===== src/design/tec_consts.svh =====
// constants for the trace event control block
`ifndef TEC_CONSTS_SVH
`define TEC_CONSTS_SVH
`define TEC_OFF_TRACE_CTL   8'h00
`define TEC_OFF_PROC_CTL    8'h04
`define TEC_OFF_STATUS      8'h08
`define TEC_OFF_SUP_CFG     8'h0C
`define TEC_MODE_LSB        1
`define TEC_FLAG_LSB        17
`define TEC_NUM_MODES       7
`define TEC_TRACE_CTL_WMASK 32'h0FFE00FE
`define TEC_BIT_INSTR       0
`define TEC_BIT_BRANCH      1
`define TEC_BIT_CALL        2
`define TEC_BIT_RETURN      3
`define TEC_BIT_PRERET      4
`define TEC_BIT_SUPER       5
`define TEC_BIT_BREAK       6
`define TEC_PFP_RT_BIT0     0
`define TEC_PFP_PRERET_BIT  3
`define TEC_ENTRY_SUPER     2'h2
`define TEC_RT_SUP_A        3'h2
`define TEC_RT_SUP_B        3'h3
`define TEC_RESP_OKAY       2'h0
`define TEC_RESP_SLVERR     2'h2
`endif


===== src/design/tec_pkg.sv =====
// types for the trace event control block
package tec_pkg;
  typedef enum logic [2:0] {
    TEC_OP_NONE,
    TEC_OP_OTHER,
    TEC_OP_BRANCH,
    TEC_OP_CALL,
    TEC_OP_BAL,
    TEC_OP_SYSCALL,
    TEC_OP_RET,
    TEC_OP_MARK
  } tec_op_t;

  // one retiring instruction from the pipeline
  typedef struct packed {
    logic       valid;
    tec_op_t    op;
    logic       taken;
    logic       forced;
    logic [1:0] entry_type;
    logic [2:0] ret_type;
    logic       pfp_preret;
    logic       implicit_call;
  } tec_retire_t;

  // answers to the pipeline for the retiring instruction
  typedef struct packed {
    logic fault;
    logic preret_fault;
    logic set_pfp_preret;
    logic save_te;
    logic [6:0] subtype;
  } tec_fault_t;

  typedef enum logic [1:0] {
    TEC_ST_IDLE,
    TEC_ST_WRESP,
    TEC_ST_RRESP
  } tec_bus_st_t;

  typedef struct packed {
    tec_bus_st_t st;
    logic        aw_ok;
    logic        w_ok;
    logic [7:0]  awaddr;
    logic [31:0] wdata;
    logic [3:0]  wstrb;
    logic [1:0]  bresp;
    logic [31:0] rdata;
    logic [1:0]  rresp;
    logic        arready;
    logic        awready;
    logic        wready;
    logic        bvalid;
    logic        rvalid;
    logic [6:0]  mode;
    logic [6:0]  flags;
    logic        trace_en;
    logic        pending;
    logic        preret_hold;
    logic        sup_ctl;
    logic        fault;
    logic        preret_fault;
    logic        set_pfp_preret;
    logic        save_te;
    logic [6:0]  subtype;
    logic        cleared;
  } tec_state_t;
endpackage


===== src/design/tec_trace_event_control.sv =====
// trace event detection and trace fault control with axi4-lite registers
// What this block does
// - reset clears all trace modes and flags
// - control register changed only by bus write, trace events and flag clearing at a boundary
// - enabled tracing turns events into faults
// - event while enabled sets pending flag
// - fault only when pending and enable set; prereturn fault needs only the held prereturn
// - pending waits behind interrupts and other faults
// - supervisor call saves enable in frame
// - supervisor call loads enable from cached bit
// - supervisor return restores saved enable
// - modes enable independently and combine
// - instruction mode traces every instruction
// - branch mode traces taken plain branches
// - call mode traces calls and implicit calls
// - call event sets frame prereturn flag
// - return mode traces every return
// - prereturn traces before flagged returns
// - other event faults before prereturn event
// - supervisor mode traces supervisor calls
// - supervisor mode traces supervisor returns
// - disabled tracing sets flags, not pending
// - pending without enable clears flags quietly
// - forced breakpoint always; mark needs mode
// - flagged events signalled together in one fault, a prereturn with other events in a later one
`timescale 1ns/1ns
`default_nettype none
`include "tec_consts.svh"
module tec_trace_event_control
  import tec_pkg::*;
(
  input  wire logic        aclk,
  input  wire logic        aresetn,
  input  wire logic [7:0]  s_axi_awaddr,
  input  wire logic        s_axi_awvalid,
  output var  logic        s_axi_awready,
  input  wire logic [31:0] s_axi_wdata,
  input  wire logic [3:0]  s_axi_wstrb,
  input  wire logic        s_axi_wvalid,
  output var  logic        s_axi_wready,
  output var  logic [1:0]  s_axi_bresp,
  output var  logic        s_axi_bvalid,
  input  wire logic        s_axi_bready,
  input  wire logic [7:0]  s_axi_araddr,
  input  wire logic        s_axi_arvalid,
  output var  logic        s_axi_arready,
  output var  logic [31:0] s_axi_rdata,
  output var  logic [1:0]  s_axi_rresp,
  output var  logic        s_axi_rvalid,
  input  wire logic        s_axi_rready,
  input  wire tec_retire_t retire,
  input  wire logic        boundary,
  input  wire logic        other_busy,
  input  wire logic        hw_break,
  input  wire logic        handler_entry,
  input  wire logic        trace_handler,
  output var  tec_fault_t  fault_out,
  output var  logic        trace_en_out,
  output var  logic        pending_out
);

  tec_state_t s_reg;
  tec_state_t s_next;

  // write strobe merge per byte lane
  function automatic logic [31:0] merge(input logic [31:0] old,
                                        input logic [31:0] nw,
                                        input logic [3:0]  strb);
    logic [31:0] r;
    r = old;
    for (int i = 0; i < 4; i++)
      if (strb[i])
        r[i*8 +: 8] = nw[i*8 +: 8];
    return r;
  endfunction

  // supervisor call decode
  function automatic logic sup_call(input tec_retire_t r);
    return r.op == TEC_OP_SYSCALL && r.entry_type == `TEC_ENTRY_SUPER;
  endfunction

  // supervisor return decode
  function automatic logic sup_ret(input tec_retire_t r);
    return r.op == TEC_OP_RET &&
           (r.ret_type == `TEC_RT_SUP_A || r.ret_type == `TEC_RT_SUP_B);
  endfunction

  function automatic logic [31:0] tc_word(input logic [6:0] m,
                                          input logic [6:0] f);
    logic [31:0] r;
    r = 32'h00000000;
    r[`TEC_MODE_LSB +: `TEC_NUM_MODES] = m;
    r[`TEC_FLAG_LSB +: `TEC_NUM_MODES] = f;
    return r;
  endfunction

  // decode scratch
  logic [6:0]  ev;
  logic [31:0] tc_new;
  logic [31:0] pc_new;
  logic [31:0] cfg_new;
  logic        is_ret;
  logic        do_w;

  always_comb
  begin
    s_next = s_reg;
    ev = 7'h00;
    tc_new = 32'h00000000;
    pc_new = 32'h00000000;
    cfg_new = 32'h00000000;
    is_ret = 1'b0;
    do_w = 1'b0;
    s_next.fault = 1'b0;
    s_next.preret_fault = 1'b0;
    s_next.set_pfp_preret = 1'b0;
    s_next.save_te = 1'b0;
    s_next.cleared = 1'b0;

    // bus write channels, taken in either order
    if (s_axi_awvalid && s_reg.awready)
    begin
      s_next.aw_ok = 1'b1;
      s_next.awaddr = s_axi_awaddr;
    end
    if (s_axi_wvalid && s_reg.wready)
    begin
      s_next.w_ok = 1'b1;
      s_next.wdata = s_axi_wdata;
      s_next.wstrb = s_axi_wstrb;
    end
    s_next.arready = 1'b0;

    case (s_reg.st)
      TEC_ST_IDLE:
      begin
        // read handshake first, a taken address is never lost
        if (s_axi_arvalid && s_reg.arready)
        begin
          s_next.st = TEC_ST_RRESP;
          s_next.rresp = `TEC_RESP_OKAY;
          case (s_axi_araddr)
            `TEC_OFF_TRACE_CTL:
              s_next.rdata = tc_word(s_reg.mode, s_reg.flags);
            `TEC_OFF_PROC_CTL:
              s_next.rdata = {30'h00000000, s_reg.pending,
                              s_reg.trace_en};
            `TEC_OFF_STATUS:
              s_next.rdata = {30'h00000000, s_reg.preret_hold,
                              s_reg.pending};
            `TEC_OFF_SUP_CFG:
              s_next.rdata = {31'h00000000, s_reg.sup_ctl};
            default:
            begin
              s_next.rdata = 32'h00000000;
              s_next.rresp = `TEC_RESP_SLVERR;
            end
          endcase
        end
        else if (s_reg.aw_ok && s_reg.w_ok)
        begin
          do_w = 1'b1;
          s_next.aw_ok = 1'b0;
          s_next.w_ok = 1'b0;
          s_next.st = TEC_ST_WRESP;
          s_next.bresp = `TEC_RESP_OKAY;
        end
        // read address offered only with no write waiting
        else if (s_axi_arvalid)
          s_next.arready = 1'b1;
      end
      TEC_ST_WRESP:
        if (s_axi_bready)
          s_next.st = TEC_ST_IDLE;
      TEC_ST_RRESP:
        if (s_axi_rready)
          s_next.st = TEC_ST_IDLE;
      default:
        s_next.st = TEC_ST_IDLE;
    endcase

    if (do_w)
    begin
      case (s_reg.awaddr)
        `TEC_OFF_TRACE_CTL:
        begin
          tc_new = merge(tc_word(s_reg.mode, s_reg.flags), s_reg.wdata,
                         s_reg.wstrb) & `TEC_TRACE_CTL_WMASK;
          s_next.mode = tc_new[`TEC_MODE_LSB +: `TEC_NUM_MODES];
          s_next.flags = tc_new[`TEC_FLAG_LSB +: `TEC_NUM_MODES];
        end
        `TEC_OFF_PROC_CTL:
        begin
          pc_new = merge({31'h00000000, s_reg.trace_en}, s_reg.wdata,
                         s_reg.wstrb);
          s_next.trace_en = pc_new[0];
        end
        `TEC_OFF_SUP_CFG:
        begin
          cfg_new = merge({31'h00000000, s_reg.sup_ctl}, s_reg.wdata,
                          s_reg.wstrb);
          s_next.sup_ctl = cfg_new[0];
        end
        default:
          s_next.bresp = `TEC_RESP_SLVERR;
      endcase
    end

    if (boundary && s_reg.pending && !s_reg.trace_en)
    begin
      s_next.flags = 7'h00;
      s_next.pending = 1'b0;
      s_next.cleared = 1'b1;
    end
    else if (boundary && s_reg.pending && s_reg.trace_en && !other_busy)
    begin
      s_next.fault = 1'b1;
      s_next.subtype = s_reg.flags;
      s_next.pending = 1'b0;
      s_next.flags = 7'h00;
    end
    else if (boundary && s_reg.preret_hold && !other_busy)
    begin
      s_next.preret_hold = 1'b0;
      s_next.preret_fault = 1'b1;
      s_next.subtype = 7'h00;
      s_next.subtype[`TEC_BIT_PRERET] = 1'b1;
    end

    if (retire.valid)
    begin
      is_ret = retire.op == TEC_OP_RET;
      ev[`TEC_BIT_INSTR] = s_reg.mode[`TEC_BIT_INSTR];
      ev[`TEC_BIT_BRANCH] = s_reg.mode[`TEC_BIT_BRANCH] &&
                            retire.op == TEC_OP_BRANCH && retire.taken;
      ev[`TEC_BIT_CALL] = s_reg.mode[`TEC_BIT_CALL] &&
                          (retire.op == TEC_OP_CALL ||
                           retire.op == TEC_OP_BAL ||
                           retire.op == TEC_OP_SYSCALL ||
                           retire.implicit_call);
      ev[`TEC_BIT_RETURN] = s_reg.mode[`TEC_BIT_RETURN] && is_ret;
      ev[`TEC_BIT_PRERET] = s_reg.mode[`TEC_BIT_PRERET] && is_ret &&
                            retire.pfp_preret;
      ev[`TEC_BIT_SUPER] = s_reg.mode[`TEC_BIT_SUPER] &&
                           (sup_call(retire) || sup_ret(retire));
      ev[`TEC_BIT_BREAK] = (retire.op == TEC_OP_MARK &&
                            (retire.forced ||
                             s_reg.mode[`TEC_BIT_BREAK])) ||
                           (hw_break && s_reg.mode[`TEC_BIT_BREAK]);
      s_next.set_pfp_preret = ev[`TEC_BIT_CALL];
      if (sup_call(retire))
      begin
        s_next.save_te = s_reg.trace_en;
        s_next.trace_en = s_reg.sup_ctl;
      end
      else if (sup_ret(retire))
        s_next.trace_en = retire.ret_type[`TEC_PFP_RT_BIT0];
    end
    else if (hw_break && s_reg.mode[`TEC_BIT_BREAK])
      ev[`TEC_BIT_BREAK] = 1'b1;

    // flags set even with tracing off
    s_next.flags = s_next.flags | ev;
    if (s_reg.trace_en && ev != 7'h00)
    begin
      if (ev[`TEC_BIT_PRERET] &&
          (ev & ~(7'h01 << `TEC_BIT_PRERET)) != 7'h00)
      begin
        s_next.preret_hold = 1'b1;
        s_next.flags[`TEC_BIT_PRERET] = 1'b0;
      end
      s_next.pending = 1'b1;
    end

    // trace handler entry stops tracing
    if (handler_entry && trace_handler)
      s_next.trace_en = 1'b0;

    // handshake outputs registered from next state
    s_next.awready = !s_next.aw_ok && s_next.st == TEC_ST_IDLE;
    s_next.wready = !s_next.w_ok && s_next.st == TEC_ST_IDLE;
    s_next.bvalid = s_next.st == TEC_ST_WRESP;
    s_next.rvalid = s_next.st == TEC_ST_RRESP;

    if (!aresetn)
    begin
      s_next = '0;
      s_next.st = TEC_ST_IDLE;
    end
  end

  // one register for all state
  always_ff @(posedge aclk)
    s_reg <= s_next;

  always_comb
  begin
    // bus handshake outputs
    s_axi_awready = s_reg.awready;
    s_axi_wready = s_reg.wready;
    s_axi_bvalid = s_reg.bvalid;
    s_axi_bresp = s_reg.bresp;
    s_axi_arready = s_reg.arready;
    s_axi_rvalid = s_reg.rvalid;
    s_axi_rdata = s_reg.rdata;
    s_axi_rresp = s_reg.rresp;

    // fault answers to the pipeline
    fault_out.fault = s_reg.fault;
    fault_out.preret_fault = s_reg.preret_fault;
    fault_out.set_pfp_preret = s_reg.set_pfp_preret;
    fault_out.save_te = s_reg.save_te;
    fault_out.subtype = s_reg.subtype;
    trace_en_out = s_reg.trace_en;
    pending_out = s_reg.pending;
  end

endmodule
`default_nettype wire


===== config.mk =====
export PLATFORM = sky130hd
export DESIGN_NAME = tec_trace_event_control
export DESIGN_NICKNAME = d
export VERILOG_FILES = /design/src/design/tec_pkg.sv /design/src/design/tec_trace_event_control.sv
export VERILOG_INCLUDE_DIRS = /design/src /design/src/design
export SDC_FILE = /design/constraint.sdc
export NUM_CORES = 1
export LEC_CHECK = 0
export ABC_AREA = 1
export BUFFER_PORTS_ARGS = -buffer_cell sky130_fd_sc_hd__clkbuf_2
export CAP_MARGIN = 40
export CORE_ASPECT_RATIO = 1.4
export CORE_MARGIN = 2
export CORE_UTILIZATION = 30
export DETAILED_ROUTE_END_ITERATION = 12
export GPL_ROUTABILITY_DRIVEN = 0
export PLACE_DENSITY_LB_ADDON = 0.1
export SLEW_MARGIN = 20
export SYNTH_ARGS = -nofsm -noshare
export SYNTH_HDL_FRONTEND = slang
export SYNTH_SLANG_ARGS = --single-unit
export TNS_END_PERCENT = 50

===== constraint.sdc =====
create_clock -name aclk -period 1.5 [get_ports aclk]
set_clock_uncertainty 0.1 [all_clocks]
set_input_delay 0.15 -clock aclk [delete_from_list [all_inputs] [get_ports aclk]]
set_output_delay 0.15 -clock aclk [all_outputs]
set_load 0.01 [all_outputs]

# Word-level counts from Yosys, hierarchy flattened
# Cells that the tools add are included.
# Widths: inputs -> output; s select.
# word_totals
output_inout_bits	54
in_bits	77
regBits	109
elab_cells	153
# classes
eq_ne	18
bitwise_logic	4
n_mux	49
reduce_logical	57
# op_table
operator	count
$pmux 24 s4	1
$mux 37	1
$mux 7	5
$mux 34	1
$logic_and 1x1->1	26
$mux 1	25
$eq 8x4->1 const B	3
$mux 2	11
$eq 8x3->1 const B	2
$logic_not 8->1	2
$mux 8	2
$reduce_bool 7->1	2
$eq 3x2->1 const B	4
$eq 3x3->1 const B	4
$reduce_and 3->1	3
$reduce_or 4->1	2
$logic_or 1x1->1	7
$or 7x7->7	1
$eq 2x2->1 const B	3
$mux 6	1
$pmux 2 s3	1
$reduce_and 2->1	3
$reduce_or 3->1	2
$eq 2x1->1 const B	2
7 further kinds	14

# Depth between registers and ports, before layout
# Gate-level depths: netlist (run 1).
# logic_depth
ltp_word	10
mapped_depth	10
depth_no_buf	10

# Worst setup path after synthesis (run 1)
# OpenSTA, ideal clock, no wires.
# synth_path
path_type	register to register
start	reg s_reg (netlist bit s_axi_arready)
end	reg s_reg (netlist bit s_axi_rresp[1])
stages_incl_launch_ff	8
slack_ps	128
path_buffers	1
setup_time_ps	125
period_less_slack_ps	1372
arrival_ps	1147
required_ps	1275
path_cell_list	dfxtp_1 > nand2_1 > inv_1 > nand2_1 > clkinv_1 > buf_2 > o21ai_0 > nor2_1
# synth_via
elab_chain_cells	2
# synth_lines
element	line_no	rtl
start: declaration	tec_trace_event_control.sv:62	tec_state_t s_reg;
start signal: assignment	tec_trace_event_control.sv:294	s_reg <= s_next;
$logic_and 1x1->1	tec_trace_event_control.sv:138	if (s_axi_arvalid && s_reg.arready)
$reduce_and 2->1 (no line)	-	
# Every way passes these cells.
# A chain may end at the register's enable or synchronous reset.

# Final worst setup path (run 1)
# layout_path
start	reg s_reg[108] (netlist name)
end	reg s_reg[16] (netlist name)
# layout_via
elab_chain_cells	6
# layout_lines
element	line_no	rtl
$logic_not 8->1	-	
$mux 7	tec_trace_event_control.sv:184	case (s_reg.awaddr)
$mux 8	tec_trace_event_control.sv:182	if (do_w)
$mux 7	tec_trace_event_control.sv:215	else if (boundary && s_reg.pending && s_reg.trace_en && !other_busy)
$mux 7	tec_trace_event_control.sv:209	if (boundary && s_reg.pending && !s_reg.trace_en)
$or 7x7->7	tec_trace_event_control.sv:263	s_next.flags = s_next.flags | ev;
# Every way passes these cells.

==> out/qor.txt, run 1 <==
Dpl hpwl -> 7030 µm
Top cell family by delay on the critical path -> simple AND/OR/NAND/NOR gates
Wire per inst -> 12.2 µm
Result of the run -> complete, no violations
CP required -> 1620 ps
Number of enable flip-flop cells after synthesis -> 0
Post-Layout Cell Count -> 753
# DRC -> 0
WP depth -> 7
Max Root-Sink Buffers -> 2
FF+latch count, synth -> 81
Pins Over Slew Limit -> 0
Initial Utilization -> 0.309
Hold Vio Cnt, Final -> 0
Ys async rst share -> 0
# IOs -> 131
Grt met3 use -> 0.0264
Met2 usage -> 0.249
First-pass GRT wire length -> 14,800 µm
TNS Setup -> 0 ps
WP buf/inv -> 1
Startpoint Class -> flip-flop
Unrepaired setup endpoints after global routing -> true
Hold Path Stages -> 3
1st-iter DRT viols -> 45
Global routing's busiest layer -> met2
Post-synth cell types -> 31
Placed Cells -> 710
Peak VDD IR -> 0.606 mV
GRT met1 Usage -> 0.166
CP Cell Sequence -> nor2_4 -> nand3_2 -> nor2_4 -> buf_6 -> nand3b_1 -> nand3_2 -> a21oi_2
Vias in the first global route -> 3,123
YS warnings -> 0
Sequential share of the synthesized area -> 0.442
Max Cap Viol -> 0
Tot GR Track Use -> 0.143
Max reg flops -> 45
Largest net degree at the start of global routing -> 31
CP Max Fanout -> 7
CTS Root Cell -> clkbuf_16
CP max stage delay -> 330 ps
Crit. End Element -> flip-flop
Hold crit path type -> in -> reg
Post-Route WL -> 9160 µm
Ys flop type -> dfxtp_1
Area Overhead vs Synth -> 29.2%
Synth Instances -> 503
Die Area -> 13,200 µm²
Finished Core Util -> 0.399
Cell Pwr Density -> 1090 nW/µm²
Initial antenna violation count -> 0
Vias -> 3,276
Mapped Area -> 3670 µm²
Fin crit share -> 0.954
LEAKAGE -> 2.18 nW
Syn_area_per_cell -> 7.30 µm²
Setup-failing EPs final -> 0
CP Class -> reg -> reg
DP Area -> 4090 µm²
Critical Path AT -> 1550 ps
Share of cells above drive strength 1 -> 0.252
I/O Buffers -> 93
Layout Nets -> 678
ANT nets after route -> 0
Detailed Routing Iterations Pass 1 -> 4
Ant. Diodes -> 0
Worst R2R Path Depth -> 7
Final min period -> 1430 ps
Clock Latency Late Sink -> 340 ps
Final instance area -> 4740 µm²
Clock tree from TritonCTS -> yes
FMAX -> 699 MHz
Die Span Y -> 135 µm
Number of buffers created by CTS -> 9
Core area -> 11,900 µm²
Gr ovfl total -> 0
Crit path max-delay cell type -> dfxtp_2
DR vias/cell -> 4.35
CTS clk-pin slew, worst paths -> 60 ps
Rows -> 47
Width of the die -> 97.5 µm
Sink Count -> 81
H-tree depth -> 3
[area by class of cell]
cell class	instances	area, µm²
fill	1299	7140
clock inverter	3	46.3
clock buffer	13	270
tap	147	184
inverter	54	203
timing repair buffer	134	872
multi-input combinational	321	1540
sequential	81	1630
[cell families after synthesis]
logic type | synth area share
AND/OR/NAND/NOR | 0.243
buffers and inverters | 0.172
AO/OA/AOI/OAI | 0.142
flip-flops | 0.442
other | 0.00102
[synthesized netlist by cell type, drive strengths merged (3+ instances only)]
cell	instances	area share
a21oi	36	0.049
o21ai	59	0.080
nor2	85	0.098
clkbuf	11	0.011
buf	53	0.11
inv	53	0.054
nand2	75	0.080
nor3	3	0.0041
dfxtp	81	0.44
nand3	31	0.046
[worst paths after layout]
| kind | slack, ps | startpoint | endpoint |
|---|---|---|---|
| hold reg to reg | 350 | s_axi_bresp[0]$_SDFF_PN0_ | s_axi_bresp[0]$_SDFF_PN0_ |
| setup / recovery | 70 | s_reg[108]$_SDFFE_PN0P_ | s_reg[16]$_SDFF_PN0_ |
| hold / removal | 4 | s_axi_wdata[3] | s_reg[78]$_SDFFE_PN0P_ |
| setup reg to reg | 70 | s_reg[108]$_SDFFE_PN0P_ | s_reg[16]$_SDFF_PN0_ |
[tightest hold or removal path, cell delays in order]
cell      delay [ps]
clkbuf_2          70
o21ai_0           80
nor2_1           100
[timing repair]
item                       4_1_cts  5_1_grt
pin swaps                        0        9
resized for setup                1       22
setup buffers                    0        4
hold endpoints to repair        22        0
setup endpoints to repair        7       30
cloned                           0        0
hold buffers                    23        0
[report_power, final]
group / internal [mW] / switching [mW] / total [mW]
clock: 1.43 / 0.862 / 2.29
combinational: 0.256 / 0.327 / 0.584
sequential: 2.25 / 0.0467 / 2.30
[stage by stage]
step                worst slack [ps]  hold WS [ps]  power, mW
global route                   -22.8          22.4       5.41
CTS                             3.51       0.00880       5.21
floorplan                        128           185       2.69
detailed placement             0.692           304       2.85
global placement                6.87           302       2.84
finish                          69.7          3.57       5.17
[metal layers]
| layer | vias to the layer above | wire (µm) |
|---|---|---|
| met5 | - | 0 |
| met4 | 0 | 209 |
| met3 | 11 | 402 |
| met2 | 76 | 4550 |
| met1 | 1440 | 4000 |
| li1 | 1749 | - |
[cells in the final DEF, fill, tap and decap left out, types with 2 or more instances in the layout]
master,count
o211ai_1,2
conb_1,18
inv_2,2
nor3_1,3
inv_1,51
clkbuf_2,93
dfxtp_2,3
nor2_1,77
o21ai_0,55
nand3b_1,2
dfxtp_1,78
nor2_4,6
buf_12,3
nand2_1,70
a21oi_1,34
nand3_1,27
o21ai_1,4
clkbuf_8,3
buf_4,14
nand2_4,2
clkbuf_16,9
nand3_2,3
nand2_2,3
a21oi_2,2
dlygate4sd3_1,23
nand4_1,2
or2_2,2
Power figures use the tool's default switching activity.
==> run 2, diff against run 1 <==
Settings changed: GPL_TIMING_DRIVEN from default to 0.
Clock period 1.5 ns to 1.7 ns, I/O delays scaled along.
==> run 2 against run 1 <==
  * Clock-buffer cell count shrank 2
  * Hold slack gained 3.7 ps
  * Die area is the same
  * Sequential share of layout area shrank 0.68 points
  * Routed wire length grew 6.7%
  * Flip-flop and latch count is the same
  * Non-clock buffer count grew 39
  * Register-to-register slack gained 80 ps
  * Largest cell class unchanged
  * Highest routed layer unchanged
==> out/qor.txt, run 2 (same netlist as run 1, synthesis figures left out) <==
Clock power share -> 0.406
Final min period -> 1550 ps
CP required -> 1820 ps
Pins Over Slew Limit -> 0
CP Cell Sequence -> nor2_4 -> nand3_4 -> nor2_4 -> nand2_2 -> buf_6 -> o21ai_0 -> nor2_1
Max reg flops -> 45
Result of the run -> complete, no violations
R2r endpoint -> s_reg[23]$_SDFFE_PN0P_
Most frequent cells in the layout -> clkbuf_2, dfxtp_1, nor2_1
CTS clk-pin slew, worst paths -> 60 ps
1st-iter DRT viols -> 118
I/O Buffers -> 92
Peak VDD IR -> 0.442 mV
Area Overhead vs Synth -> 31.5%
Worst slew margin relative to its limit -> 0.605
CTS Root Cell -> clkbuf_16
Die Area -> 13,200 µm²
Clock Latency Late Sink -> 340 ps
Worst slew pin tran -> 592 ps
Combinational share of power -> 0.121
Hold Path Stages -> 3
LEAKAGE -> 2.32 nW
Max Cap Viol -> 0
Sink Count -> 81
Unrepaired setup endpoints after global routing -> false
Most common cell after layout, fill and taps aside -> clkbuf_2
Crit path max-delay cell type -> dfxtp_1
Setup-failing EPs final -> 0
Vias -> 3,371
Critical Path AT -> 1670 ps
First-pass GRT wire length -> 15,800 µm
# DRC -> 0
Initial Utilization -> 0.309
ANT nets after route -> 0
CP max stage delay -> 340 ps
Number of buffers created by CTS -> 9
CP Class -> reg -> reg
Hold path start -> s_axi_wdata[0]
Crit. End Element -> flip-flop
FMAX -> 646 MHz
Hold crit path type -> in -> reg
Hold Vio Cnt, Final -> 0
Post-Route WL -> 9770 µm
Initial antenna violation count -> 0
Worst R2R Path Depth -> 7
Wire per inst -> 12.4 µm
Final WS setup -> 152 ps
Reg2reg setup slack -> 150 ps
CP Max Fanout -> 10
Int Pwr -> 3.22 mW
Ant. Diodes -> 0
Tot GR Track Use -> 0.153
Finished Core Util -> 0.406
Vias in the first global route -> 3,241
Core area -> 11,900 µm²
Fin crit share -> 0.911
Die Span Y -> 135 µm
DR vias/cell -> 4.27
Layout Nets -> 717
Cell Pwr Density -> 887 nW/µm²
Most used cell, CP -> nor2_4
Clock tree from TritonCTS -> yes
Reg-to-Reg Start -> s_reg[117]$_SDFF_PN0_
Startpoint Class -> flip-flop
Post-Layout Cell Count -> 790
Largest net degree at the start of global routing -> 13
Switching Fraction -> 0.248
Postcts setup bufs -> 0
Rows -> 47
Sink of the worst hold path -> s_reg[75]$_SDFFE_PN0P_
H-tree depth -> 3
Width of the die -> 97.5 µm
Dpl hpwl -> 7810 µm
Pre-CTS WS -> -37.2 ps
# IOs -> 131
Detailed Routing Iterations Pass 1 -> 4
Placed Cells -> 759
Gr ovfl total -> 0
Share of cells above drive strength 1 -> 0.269
Psw -> 1.06 mW
Max Root-Sink Buffers -> 2
Flop pwr share -> 0.472
Total Power -> 4.28 mW
==> run 2: changes by cell type in the layout (fill, tap and decap cells not counted), moves of 4 or more <==
cell	previous run	this run
dlygate4sd3_1	23	17
clkbuf_1	1	12
buf_2	0	4
buf_4	14	47
==> run 2: layout make-up <==
| type | count | area (µm²) |
|---|---|---|
| buffer | 64 | 433 |
| clock buffer | 11 | 243 |
| clock inverter | 3 | 18.8 |
| fill | 1322 | 7050 |
| inverter | 54 | 204 |
| multi-input combinational | 321 | 1490 |
| sequential | 81 | 1620 |
| tap | 147 | 184 |
| timing repair buffer | 109 | 631 |
==> run 2: power groups by stage <==
stage / combinational (mW) / sequential (mW) / clock, mW
floorplan: 0.319 / 2.06 / 0
global route: 0.592 / 2.03 / 1.86
global placement: 0.490 / 2.06 / 0
detailed placement: 0.495 / 2.06 / 0
finish: 0.520 / 2.02 / 1.74
CTS: 0.527 / 2.02 / 1.80
==> run 2: per-stage QoR <==
step	instance area, µm²	hold slack [ps]	TNS (ps)
CTS	4810	1.38	0
detailed placement	4380	330	-156
floorplan	3740	205	0
global route	4830	39.1	0
finish	4830	7.24	0
global placement	4380	324	-292
==> run 2: worst max-delay path by stage <==
stage | endpoint | cells past startpoint | slack, ps | start
6_report | s_reg[23]$_SDFFE_PN0P_ | 7 | 150 | s_reg[117]$_SDFF_PN0_
5_1_grt | s_reg[24]$_SDFFE_PN0P_ | 7 | 7 | s_reg[117]$_SDFF_PN0_
3_3_place_gp | s_axi_rresp[1]$_SDFFE_PN0P_ | 7 | -60 | s_axi_arready$_SDFF_PP0_
4_1_cts | s_axi_rdata[20]$_SDFFE_PN0P_ | 8 | 7 | s_axi_araddr[0]
2_1_floorplan | s_axi_rresp[1]$_SDFFE_PN0P_ | 7 | 330 | s_axi_arready$_SDFF_PP0_
3_5_place_dp | s_axi_rdata[19]$_SDFFE_PN0P_ | 7 | -40 | s_axi_arready$_SDFF_PP0_
==> run 2: timing repair <==
action	CTS	global route
hold endpoints to repair	16	0
endpoints found under the setup margin	6	15
resized for setup	1	5
hold buffers	17	0
cloned	0	0
==> run 2: layer usage <==
layer  wire (µm)  global-route usage
met1        4200               0.179
met2        4930               0.271
met3         490              0.0373
met4         157              0.0579
met5           0                   0
==> run 2: worst max-delay path, delay by kind of cell, from the launching register on <==
kind / cells / cell delay [ps]
AND/OR/NAND/NOR: 5 / 670
flip-flops: 1 / 340
AO/OA/AOI/OAI: 1 / 170
buffers and inverters: 1 / 150
==> run 3, diff against run 2 <==
Settings changed: SETUP_SLACK_MARGIN from default to 0.2.
==> run 3 against run 2 <==
  * Critical path depth did not move
  * Sequential share of layout area decreased by 0.40 points
  * Sequential power is essentially flat
  * Hold slack gained 4.6 ps
  * Flip-flop and latch count stayed put
==> out/qor.txt, run 3 (same netlist as run 1, synthesis figures left out) <==
Clock Latency Late Sink -> 330 ps
Initial Utilization -> 0.309
Setup-failing EPs final -> 0
I/O Buffers -> 92
Final min period -> 1440 ps
Rows -> 47
Hold path start -> s_axi_awaddr[0]
Die Span Y -> 135 µm
Psw -> 1.07 mW
Die Area -> 13,200 µm²
CTS clk-pin slew, worst paths -> 60 ps
CP max stage delay -> 310 ps
Combinational share of power -> 0.129
Gr ovfl total -> 0
CP Cell Sequence -> nand2_1 -> inv_1 -> nand2_2 -> clkinv_4 -> buf_2 -> o21ai_0 -> a21oi_1
Unrepaired setup endpoints after global routing -> true
Clock tree from TritonCTS -> yes
Peak VDD IR -> 0.442 mV
Area Overhead vs Synth -> 33.3%
Dpl hpwl -> 7810 µm
First-pass GRT wire length -> 15,900 µm
Finished Core Util -> 0.412
Pins Over Slew Limit -> 0
Sink Count -> 81
CP required -> 1820 ps
Layout Nets -> 721
Tot GR Track Use -> 0.154
Largest net degree at the start of global routing -> 13
Most frequent cells in the layout -> clkbuf_2, dfxtp_1, nor2_1
Startpoint Class -> flip-flop
TNS Setup -> 0 ps
Share of cells above drive strength 1 -> 0.292
Vias in the first global route -> 3,249
Worst slew pin tran -> 592 ps
Hold crit path type -> in -> reg
Initial antenna violation count -> 0
Width of the die -> 97.5 µm
WP depth -> 7
Crit. End Element -> flip-flop
Switching Fraction -> 0.248
Most common cell after layout, fill and taps aside -> clkbuf_2
WP buf/inv -> 3
# DRC -> 0
CP Max Fanout -> 10
Fin crit share -> 0.846
Detailed Routing Iterations Pass 1 -> 4
Cell Pwr Density -> 882 nW/µm²
Max Cap Viol -> 0
Worst hold slack -> 11.9 ps
CP Class -> reg -> reg
# IOs -> 131
H-tree depth -> 3
Post-Route WL -> 9850 µm
Reg-to-Reg Start -> s_axi_arready$_SDFF_PP0_
Clock power share -> 0.402
Hold Vio Cnt, Final -> 0
Int Pwr -> 3.25 mW
DR vias/cell -> 4.27
Top cell family by delay on the critical path -> buffers and inverters
Crit path max-delay cell type -> dfxtp_1
Critical Path AT -> 1560 ps
Result of the run -> complete, no violations
Hold Path Stages -> 3
Worst slew margin relative to its limit -> 0.605
Core area -> 11,900 µm²
Flop pwr share -> 0.469
1st-iter DRT viols -> 109
Max Root-Sink Buffers -> 2
Vias -> 3,389
Ant. Diodes -> 0
Wire per inst -> 12.4 µm
LEAKAGE -> 2.35 nW
Worst R2R Path Depth -> 7
FMAX -> 695 MHz
Critical Path Start -> s_axi_arready$_SDFF_PP0_
Number of buffers created by CTS -> 9
Max reg flops -> 45
ANT nets after route -> 0
CTS Root Cell -> clkbuf_16
==> run 3: layout make-up <==
class / count / area (µm²)
fillers: 1320 / 6980
flip-flops and latches: 81 / 1620
multi-input cells: 321 / 1520
repair buffers: 113 / 664
plain buffers: 64 / 432
clock buffers: 11 / 243
inverters: 54 / 208
well taps: 147 / 184
clock inverters: 3 / 18.8
==> run 3: stage by stage <==
step | power [mW] | setup slack (ps) | instances | instance area, µm²
2_1_floorplan | 2.38 | 328 | 520 | 3740
3_3_place_gp | 2.55 | -61.0 | 759 | 4380
3_5_place_dp | 2.56 | -37.2 | 759 | 4380
4_1_cts | 4.37 | 201 | 793 | 4840
5_1_grt | 4.53 | 133 | 794 | 4890
6_report | 4.32 | 261 | 794 | 4890
==> run 3: final timing paths <==
path                             endpoint  slack, ps
max          s_axi_rdata[17]$_SDFFE_PN0P_        260
min               s_reg[107]$_SDFFE_PN0P_         10
max reg2reg  s_axi_rdata[17]$_SDFFE_PN0P_        260
min reg2reg     s_axi_bresp[0]$_SDFF_PN0_        350
==> run 3: what timing repair did <==
| item | 4_1_cts | 5_1_grt |
|---|---|---|
| hold buffers | 17 | 0 |
| pin swaps | 3 | 7 |
| buffers inserted | 3 | 1 |
| resized for setup | 4 | 19 |
| endpoints found under the hold margin | 16 | 0 |
| endpoints found under the setup margin | 24 | 33 |
==> run 3: power by group through the flow <==
stage | Clock (mW) | Sequential [mW] | Combinational, mW
after detailed placement | 0 | 2.06 | 0.495
after CTS | 1.80 | 2.02 | 0.549
after global placement | 0 | 2.06 | 0.490
final | 1.74 | 2.03 | 0.556
after floorplan | 0 | 2.06 | 0.319
after global routing | 1.86 | 2.04 | 0.630
==> run 3: layer usage <==
layer | wire [µm] | GRT usage | share of wire
met5 | 0 | 0 | 0
met4 | 143 | 0.0579 | 0.015
met3 | 485 | 0.0373 | 0.049
met2 | 5020 | 0.273 | 0.51
met1 | 4200 | 0.181 | 0.43
==> run 3: worst reg2reg max path, delay by kind of cell, from the launching register on <==
family | cells | cell delay (ps)
simple gates | 2 | 280
compound gates | 2 | 230
flops | 1 | 310
buf+inv | 3 | 400
